$ cat config.mk
export PLATFORM = sky130hd
export DESIGN_NAME = crxb_ctrl
export DESIGN_NICKNAME = d
export VERILOG_FILES = /design/src/inc/crxb_pkg.sv /design/src/core/crxb_ctrl.sv
export SDC_FILE = /design/constraint.sdc
export NUM_CORES = 1
export LEC_CHECK = 0
export BUFFER_PORTS_ARGS = -buffer_cell sky130_fd_sc_hd__buf_2
export CAP_MARGIN = 15
export CELL_PAD_IN_SITES_DETAIL_PLACEMENT = 1
export CELL_PAD_IN_SITES_GLOBAL_PLACEMENT = 1
export CORE_MARGIN = 2
export CORE_UTILIZATION = 28
export CTS_BUF_LIST = sky130_fd_sc_hd__clkbuf_8
export DETAILED_ROUTE_END_ITERATION = 8
export PLACE_DENSITY = 0.89
export SLEW_MARGIN = 10
export SYNTH_ARGS = -nofsm -noshare
export SYNTH_HDL_FRONTEND = slang
export SYNTH_SLANG_ARGS = --single-unit
$ cat constraint.sdc
create_clock -name I_MCLK -period 2.15 [get_ports I_MCLK]
set_clock_uncertainty 0.1 [all_clocks]
set_input_delay 0.3225 -clock I_MCLK [delete_from_list [all_inputs] [get_ports I_MCLK]]
set_output_delay 0.3225 -clock I_MCLK [all_outputs]
set_load 0.03 [all_outputs]
$ cat src/inc/crxb_pkg.sv
// Constants for the receive buffer 1 control block
package crxb_pkg;
    // ****************************************
    // Register map
    // ****************************************
    localparam logic [3:0] ADR_CTRL = 4'h0;
    localparam logic [3:0] ADR_IRQ_STAT = 4'h4;
    localparam logic [3:0] ADR_IRQ_MASK = 4'h8;
    // ****************************************
    // Control register fields
    // ****************************************
    localparam int BIT_FULL = 7;
    localparam int BIT_MODE_HI = 6;
    localparam int BIT_MODE_LO = 5;
    localparam int BIT_UNUSED = 4;
    localparam int BIT_RTR = 3;
    localparam int BIT_HIT_HI = 2;
    localparam int BIT_HIT_LO = 0;
    // ****************************************
    // Interrupt status fields
    // ****************************************
    localparam int BIT_EV_LOAD = 0;
    localparam int BIT_EV_DROP = 1;
    // ****************************************
    // Reset values and codes
    // ****************************************
    localparam logic [1:0] MODE_RST = 2'h0;
    localparam logic [2:0] HIT_RST = 3'h0;
    localparam logic [1:0] IRQ_RST = 2'h0;
    localparam logic [1:0] MODE_ALL_VALID = 2'h0;
    localparam logic [1:0] MODE_STD = 2'h1;
    localparam logic [1:0] MODE_EXT = 2'h2;
    localparam logic [1:0] MODE_ANY = 2'h3;
    localparam logic [2:0] HIT_FILTER_TWO = 3'h2;
    localparam logic [2:0] HIT_FILTER_FIVE = 3'h5;
endpackage

$ cat src/core/crxb_ctrl.sv
// Receive buffer 1 control register, acceptance and interrupt logic
// How it works
// - Mode field chooses which messages are accepted
// - Bit 4 always reads zero
// - Bit 3 shows remote request, read only
// - Filter hit field reports admitting filter code
// - Filter codes 001/000 need buffer0 overflow enable
// - Bit 7 high while buffer holds message
// - Hardware sets full; software clears after reading
module crxb_ctrl (
    // Clock and reset
    input wire logic I_MCLK,
    input wire logic I_RSTN,
    // Wishbone slave
    input wire logic I_WB_CYC,
    input wire logic I_WB_STB,
    input wire logic I_WB_WE,
    input wire logic [3:0] I_WB_ADR,
    input wire logic [3:0] I_WB_SEL,
    input wire logic [31:0] I_WB_DAT,
    output logic [31:0] O_WB_DAT,
    output logic O_WB_ACK,
    // Message offered by the receive engine
    input wire logic I_MSG_STB,
    input wire logic I_MSG_VALID,
    input wire logic I_MSG_EXT,
    input wire logic I_MSG_RTR,
    input wire logic [2:0] I_MSG_FILTER,
    input wire logic I_BUFFER0_OVERFLOW_ENABLE,
    output logic O_MSG_TAKEN,
    // Status
    output logic O_BUFFER_FULL_FLAG,
    output logic O_IRQ
);
    import crxb_pkg::*;

    // ****************************************
    // State
    // ****************************************
    logic buffer_full_flag, next_buffer_full_flag;
    logic [1:0] acceptance_mode_field, next_acceptance_mode_field;
    logic remote_request_flag, next_remote_request_flag;
    logic [2:0] filter_hit_field, next_filter_hit_field;
    logic [1:0] irq_stat, next_irq_stat;
    logic [1:0] irq_mask, next_irq_mask;
    logic ack, next_ack;
    logic [31:0] rd_dat, next_rd_dat;
    logic [7:0] ctrl_view;
    logic commit, wr_ctrl, wr_mask, rd_stat;
    logic mode_ok, filter_ok, msg_take, msg_drop;

    // ****************************************
    // Acceptance
    // ****************************************
    always_comb begin
        case (acceptance_mode_field)
            MODE_ANY: mode_ok = 1'b1;
            MODE_EXT: mode_ok = I_MSG_VALID && I_MSG_EXT;
            MODE_STD: mode_ok = I_MSG_VALID && !I_MSG_EXT;
            MODE_ALL_VALID: mode_ok = I_MSG_VALID;
            default: mode_ok = 1'b0;
        endcase
        // Reserved codes are never reported; low codes only via overflow
        filter_ok = (I_MSG_FILTER <= HIT_FILTER_FIVE)
            && ((I_MSG_FILTER >= HIT_FILTER_TWO) || I_BUFFER0_OVERFLOW_ENABLE);
        // A full buffer is never overwritten; the message is dropped instead
        msg_take = I_MSG_STB && mode_ok && filter_ok && !buffer_full_flag;
        msg_drop = I_MSG_STB && mode_ok && filter_ok && buffer_full_flag;
    end

    // ****************************************
    // Bus decode
    // ****************************************
    always_comb begin
        commit = I_WB_CYC && I_WB_STB && ack;
        wr_ctrl = commit && I_WB_WE && I_WB_SEL[0] && (I_WB_ADR == ADR_CTRL);
        wr_mask = commit && I_WB_WE && I_WB_SEL[0] && (I_WB_ADR == ADR_IRQ_MASK);
        rd_stat = commit && !I_WB_WE && (I_WB_ADR == ADR_IRQ_STAT);
        ctrl_view = 8'h00;
        ctrl_view[BIT_FULL] = buffer_full_flag;
        ctrl_view[BIT_MODE_HI:BIT_MODE_LO] = acceptance_mode_field;
        ctrl_view[BIT_UNUSED] = 1'b0;
        ctrl_view[BIT_RTR] = remote_request_flag;
        ctrl_view[BIT_HIT_HI:BIT_HIT_LO] = filter_hit_field;
    end

    // ****************************************
    // Next state
    // ****************************************
    always_comb begin
        next_ack = I_WB_CYC && I_WB_STB && !ack;
        next_rd_dat = rd_dat;
        if (next_ack && !I_WB_WE) begin
            case (I_WB_ADR)
                ADR_CTRL: next_rd_dat = {24'h000000, ctrl_view};
                ADR_IRQ_STAT: next_rd_dat = {30'h00000000, irq_stat};
                ADR_IRQ_MASK: next_rd_dat = {30'h00000000, irq_mask};
                default: next_rd_dat = 32'h00000000;
            endcase
        end
        next_acceptance_mode_field = acceptance_mode_field;
        if (wr_ctrl) begin
            next_acceptance_mode_field = I_WB_DAT[BIT_MODE_HI:BIT_MODE_LO];
        end
        // Only a written zero clears; a load in the same cycle wins
        next_buffer_full_flag = buffer_full_flag;
        if (wr_ctrl && !I_WB_DAT[BIT_FULL]) begin
            next_buffer_full_flag = 1'b0;
        end
        if (msg_take) begin
            next_buffer_full_flag = 1'b1;
        end
        // Both captured from the same load, never by software
        next_remote_request_flag = msg_take ? I_MSG_RTR : remote_request_flag;
        next_filter_hit_field = msg_take ? I_MSG_FILTER : filter_hit_field;
        next_irq_mask = wr_mask ? I_WB_DAT[1:0] : irq_mask;
        // Read clears only what it reported; a later or same-cycle event survives
        next_irq_stat = rd_stat ? (irq_stat & ~rd_dat[1:0]) : irq_stat;
        next_irq_stat[BIT_EV_LOAD] = next_irq_stat[BIT_EV_LOAD] | msg_take;
        next_irq_stat[BIT_EV_DROP] = next_irq_stat[BIT_EV_DROP] | msg_drop;
    end

    always_ff @(posedge I_MCLK or negedge I_RSTN) begin
        if (!I_RSTN) begin
            buffer_full_flag <= 1'b0;
            acceptance_mode_field <= MODE_RST;
            remote_request_flag <= 1'b0;
            filter_hit_field <= HIT_RST;
            irq_stat <= IRQ_RST;
            irq_mask <= IRQ_RST;
            ack <= 1'b0;
            rd_dat <= 32'h00000000;
        end else begin
            buffer_full_flag <= next_buffer_full_flag;
            acceptance_mode_field <= next_acceptance_mode_field;
            remote_request_flag <= next_remote_request_flag;
            filter_hit_field <= next_filter_hit_field;
            irq_stat <= next_irq_stat;
            irq_mask <= next_irq_mask;
            ack <= next_ack;
            rd_dat <= next_rd_dat;
        end
    end

    // ****************************************
    // Outputs
    // ****************************************
    assign O_WB_ACK = ack;
    assign O_WB_DAT = rd_dat;
    assign O_MSG_TAKEN = msg_take;
    assign O_BUFFER_FULL_FLAG = buffer_full_flag;
    assign O_IRQ = |(irq_stat & irq_mask);

    // ****************************************
    // Checks
    // ****************************************
    a_mode_ext_only: assert property (@(posedge I_MCLK) disable iff (!I_RSTN)
        I_MSG_STB && acceptance_mode_field == MODE_EXT && !I_MSG_EXT |-> !O_MSG_TAKEN)
        else $error("extended mode took a standard message");
    a_mode_any: assert property (@(posedge I_MCLK) disable iff (!I_RSTN)
        I_MSG_STB && acceptance_mode_field == MODE_ANY && filter_ok && !buffer_full_flag
        |-> O_MSG_TAKEN)
        else $error("accept-all mode refused a message");
    a_unused_zero: assert property (@(posedge I_MCLK) disable iff (!I_RSTN)
        O_WB_ACK && !I_WB_WE && I_WB_ADR == ADR_CTRL |-> O_WB_DAT[BIT_UNUSED] == 1'b0)
        else $error("unused bit read as one");
    a_rtr_loaded: assert property (@(posedge I_MCLK) disable iff (!I_RSTN)
        O_MSG_TAKEN |=> remote_request_flag == $past(I_MSG_RTR))
        else $error("remote flag not captured");
    a_hit_legal: assert property (@(posedge I_MCLK) disable iff (!I_RSTN)
        O_MSG_TAKEN |=> filter_hit_field <= HIT_FILTER_FIVE)
        else $error("reserved filter code stored");
    a_low_hit_gate: assert property (@(posedge I_MCLK) disable iff (!I_RSTN)
        O_MSG_TAKEN && I_MSG_FILTER < HIT_FILTER_TWO |-> I_BUFFER0_OVERFLOW_ENABLE)
        else $error("filter zero or one without overflow enable");
    a_full_on_load: assert property (@(posedge I_MCLK) disable iff (!I_RSTN)
        O_MSG_TAKEN |=> O_BUFFER_FULL_FLAG ##1 (O_BUFFER_FULL_FLAG || $past(wr_ctrl)))
        else $error("full flag missed a load");
    a_full_clear: assert property (@(posedge I_MCLK) disable iff (!I_RSTN)
        wr_ctrl && !I_WB_DAT[BIT_FULL] && !O_MSG_TAKEN |=> !O_BUFFER_FULL_FLAG)
        else $error("software clear of full flag lost");
    a_hold_fields: assert property (@(posedge I_MCLK) disable iff (!I_RSTN)
        !O_MSG_TAKEN |=> $stable(filter_hit_field) && $stable(remote_request_flag))
        else $error("hit or remote flag changed without a load");
    a_ack_pulse: assert property (@(posedge I_MCLK) disable iff (!I_RSTN)
        O_WB_ACK |=> !O_WB_ACK)
        else $error("ack held longer than one cycle");
    a_ack_answer: assert property (@(posedge I_MCLK) disable iff (!I_RSTN)
        I_WB_CYC && I_WB_STB && !O_WB_ACK |=> O_WB_ACK)
        else $error("request not acknowledged in one cycle");
    a_mode_std_only: assert property (@(posedge I_MCLK) disable iff (!I_RSTN)
        I_MSG_STB && acceptance_mode_field == MODE_STD && I_MSG_EXT |-> !O_MSG_TAKEN)
        else $error("standard mode took an extended message");
    a_mode_valid_only: assert property (@(posedge I_MCLK) disable iff (!I_RSTN)
        I_MSG_STB && acceptance_mode_field != MODE_ANY && !I_MSG_VALID |-> !O_MSG_TAKEN)
        else $error("erroneous message taken outside accept-all mode");
    a_mode_write: assert property (@(posedge I_MCLK) disable iff (!I_RSTN)
        wr_ctrl |=> acceptance_mode_field == $past(I_WB_DAT[BIT_MODE_HI:BIT_MODE_LO]))
        else $error("mode field write lost");
    a_read_rtr: assert property (@(posedge I_MCLK) disable iff (!I_RSTN)
        O_WB_ACK && !I_WB_WE && I_WB_ADR == ADR_CTRL |-> O_WB_DAT[BIT_RTR] == $past(remote_request_flag))
        else $error("remote flag read back wrong");
    a_read_hit: assert property (@(posedge I_MCLK) disable iff (!I_RSTN)
        O_WB_ACK && !I_WB_WE && I_WB_ADR == ADR_CTRL
        |-> O_WB_DAT[BIT_HIT_HI:BIT_HIT_LO] == $past(filter_hit_field))
        else $error("filter hit read back wrong");
    a_low_hit_stored: assert property (@(posedge I_MCLK) disable iff (!I_RSTN)
        O_MSG_TAKEN && !I_BUFFER0_OVERFLOW_ENABLE |=> filter_hit_field >= HIT_FILTER_TWO)
        else $error("low filter code stored without overflow enable");
    a_read_full: assert property (@(posedge I_MCLK) disable iff (!I_RSTN)
        O_WB_ACK && !I_WB_WE && I_WB_ADR == ADR_CTRL |-> O_WB_DAT[BIT_FULL] == $past(buffer_full_flag))
        else $error("full flag read back wrong");
    a_full_no_take: assert property (@(posedge I_MCLK) disable iff (!I_RSTN)
        buffer_full_flag |-> !O_MSG_TAKEN)
        else $error("full buffer overwritten");
    a_full_sticky: assert property (@(posedge I_MCLK) disable iff (!I_RSTN)
        buffer_full_flag && !(wr_ctrl && !I_WB_DAT[BIT_FULL]) |=> buffer_full_flag)
        else $error("full flag dropped without software clear");
    a_hit_loaded: assert property (@(posedge I_MCLK) disable iff (!I_RSTN)
        O_MSG_TAKEN |=> filter_hit_field == $past(I_MSG_FILTER))
        else $error("filter hit not captured on load");
    a_load_event: assert property (@(posedge I_MCLK) disable iff (!I_RSTN)
        O_MSG_TAKEN |=> irq_stat[BIT_EV_LOAD])
        else $error("load event not logged");
    a_drop_event: assert property (@(posedge I_MCLK) disable iff (!I_RSTN)
        msg_drop |=> irq_stat[BIT_EV_DROP])
        else $error("drop event not logged");
endmodule

==> impl_metrics.py <==
metrics = {
    "logic_synthesis": {
        "synth_largest_area_cell": "dfrtp_1",
        "async_flop_share_pct": 100,
        "synth_area_mm2": 0.00111,
        "synth_common_cells": "25 x buf_4, 19 x dfrtp_1, 11 x nand2_1",
        "yosysTopAreaCellShare_pct": 43.0,
        "ys_warn_count": 0,
        "avgSynthCellArea_um2": 10.4,
        "synth.most_common_cell": "buf_4",
        "synth_seq_cells": 19,
        "synth_fa_ha_area_share_pct": 3.39,
        "synth_ff_type": "dfrtp_1",
        "syn_inst": 106,
        "ys_types": 27,
        "synth_mux_area_share_pct": 9.28,
        "synth.top_cells.by_area": "dfrtp_1 43%, buf_4 17%, a22o_1 5.5%",
        "yosys.area_share.simple_pct": 11.9,
        "synth-compound-area-share_pct": 11.9,
        "synth_xor_xnor_area_share_pct": 0.792,
        "synth_top_family_by_area": "buffers and inverters",
        "synth-edff-count": 0,
        "seq_area_frac_synth_pct": 43.0,
    },
    "pwr": {
        "switching_power_mw": 0.308,
        "p_per_area_mw_per_mm2": 720,
        "power_mw": 0.966,
        "internal_power_mw": 0.659,
        "swShare_pct": 31.9,
        "comb_power_share_pct": 28.4,
        "ir_worst_vdd_mv": 0.208,
        "clock_power_share_pct": 24.5,
        "p_leak_nw": 0.705,
        "p_seq_share_pct": 47.0,
    },
    "sta": {
        "grt_setup_unrepaired": "yes",
        "timing.final.ws_setup_ns": 0.00967,
        "fin_crit_sh_pct": 99.6,
        "tns_ns": 0,
        "min_period_ns": 2.14,
        "hold_viol": 0,
        "finalSetupViolCount": 0,
        "fmax_mhz": 467,
        "slew_viol_final": 0,
    },
    "critical_path": {
        "required_ns": 1.73,
        "worst_r2r_path_depth": 8,
        "startpoint_type": "register",
        "crit_path_end_kind": "output port",
        "worst_ep_arrival_time_ns": 1.72,
        "r2r_slack_ns": 0.08,
        "cp-startpoint": "acceptance_mode_field[0]",
        "cp_max_fo": 3,
        "path_class": "reg -> out",
        "r2r_start": "acceptance_mode_field[1]",
        "reg2reg_to": "filter_hit_field[1]",
    },
    "cells_and_area": {
        "n_antenna_cell": 0,
        "areaGrowthSynthToFinish_pct": 21.3,
        "fill_cells": 455,
        "drive_above_1_share_pct": 38.4,
        "layout.nets": 203,
    },
    "routing": {
        "route.met3.wl_um": 182,
        "wire_per_inst_um": 12.2,
        "route.met2.wl_mm": 1.18,
        "dr.max_layer_used": "met4",
        "first_pass_iters": 4,
        "vias_per_cell": 4.40,
        "met1Wirelength_um": 963,
        "wl_mm": 2.37,
        "drcViolationCount": 0,
        "postRouteAntennaNets": 0,
        "vias": 853,
        "drtIter0Drc": 45,
    },
    "grt": {
        "track_usage_pct": 11.8,
        "grt_overflow": 0,
        "grt_pass1_wl_mm": 3.75,
        "grt_max_degree": 20,
        "antenna_found_initial": 0,
        "first_global_vias": 804,
    },
    "clock_tree": {
        "cts_tree": "yes",
        "clkLatencyLatePin_ns": 0.25,
        "clk_pin_slew_ns": 0.07,
        "cts_max_level": 1,
        "cts_made_buffers": 3,
        "cts_sinks": 19,
        "cts_root_buf": "clkbuf_8",
        "clockBufferDepth": 2,
    },
    "hold_path": {
        "min_from": "I_WB_DAT[6]",
        "min_path_cells": 3,
        "hp-class": "in -> reg",
        "min_to": "acceptance_mode_field[1]",
    },
    "placed_design": {
        "pre_cts_ws_ns": 0.125,
        "io_buffers": 33,
        "dp_hpwl_mm": 1.83,
        "gp_congestion": 0.743,
    },
    "status": {
        "status": "completed",
    },
    "flow_run": {
        "drv_cap": 0,
    },
    "floorplanning": {
        "dieArea_mm2": 0.00447,
        "rows": 22,
        "dieWidth_um": 66.9,
        "start_util_pct": 29.8,
        "io_pins": 89,
        "design.core.area_mm2": 0.00372,
        "die_h_um": 66.9,
    },
}
[per-layer routing]
metal	vias up	GRT usage, %
met5	-	0
met4	0	6.89
met3	4	2.36
met2	38	20.3
met1	411	13.5
li1	400	-
[worst max-delay path by stage]
stage	cells after the start	to
3_3_place_gp	7	filter_hit_field[1]
6_report	7	O_MSG_TAKEN
5_1_grt	7	O_MSG_TAKEN
2_1_floorplan	6	O_MSG_TAKEN
4_1_cts	7	O_MSG_TAKEN
3_5_place_dp	7	filter_hit_field[1]
[cell usage in the layout, fill, tap and decap left out, drive strengths merged, types with 4 or more instances in the layout]
| cell | netlist | routed |
|---|---|---|
| buf | 27 | 38 |
| inv | 3 | 4 |
| dfrtp | 19 | 19 |
| conb | 1 | 25 |
| or3 | 4 | 4 |
| a22o | 7 | 7 |
| nor2 | 5 | 5 |
| nand2 | 11 | 11 |
| mux2 | 6 | 6 |
[power by group through the flow]
stage | clock network (mW) | registers [mW] | logic [mW]
after floorplan | 0 | 0.477 | 0.207
after global placement | 0 | 0.459 | 0.258
after detailed placement | 0 | 0.461 | 0.262
after CTS | 0.248 | 0.455 | 0.277
after global routing | 0.275 | 0.461 | 0.295
final | 0.237 | 0.455 | 0.275
[logic make-up (layout without fill, tap and decap cells)]
kind of cell | count (synthesis) | count (layout)
muxes | 8 | 8
AOI/OAI and AO/OA | 17 | 17
other | 1 | 25
adders and majority gates | 3 | 3
and+or+nand+nor | 27 | 27
xor gates and xnor gates | 1 | 1
buffers and inverters | 30 | 46
DFF | 19 | 19
[critical path, stage by stage, from the launching register on]
cell	delay (ns)
dfrtp_2	0.44
buf_4	0.15
ha_1	0.20
a21o_1	0.16
a31oi_2	0.19
or3_4	0.18
inv_2	0.03
buf_6	0.12
[state kept, by name (all words and copies together), names as in the netlist]
name                   count
filter_hit_field           3
O_WB_ACK                   1
O_BUFFER_FULL_FLAG         1
acceptance_mode_field      2
remote_request_flag        1
irq_stat                   2
O_WB_DAT                   7
irq_mask                   2
[final cells by class]
cell class	count	area, um2	area share, %
Sequential cell	19	477	35.5
Multi-Input combinational cell	81	529	39.5
Clock buffer	3	41.3	3.08
Inverter	3	11.3	0.840
Timing Repair Buffer	39	219	16.3
Tap cell	48	60.1	4.48
Clock inverter	1	3.75	0.280
[stage by stage]
step / util (%) / instances / hold WS [ns] / cell area [um2]
floorplan: - / 130 / -0.0731 / 1200
global placement: 33.2 / 186 / 0.181 / 1230
detailed placement: 33.2 / 186 / 0.187 / 1230
CTS: 36.1 / 194 / 0.184 / 1340
global route: 36.1 / 194 / 0.186 / 1340
finish: 36.1 / 194 / 0.191 / 1340
[what timing repair did]
item / CTS / global route
resized for setup: 8 / 2
endpoints found under the setup margin: 1 / 1
hold endpoints to repair: 19 / 0
hold buffers: 1 / 0
setup buffers: 3 / 0
pin swaps: 3 / 2
Power figures use the tool's default switching activity.
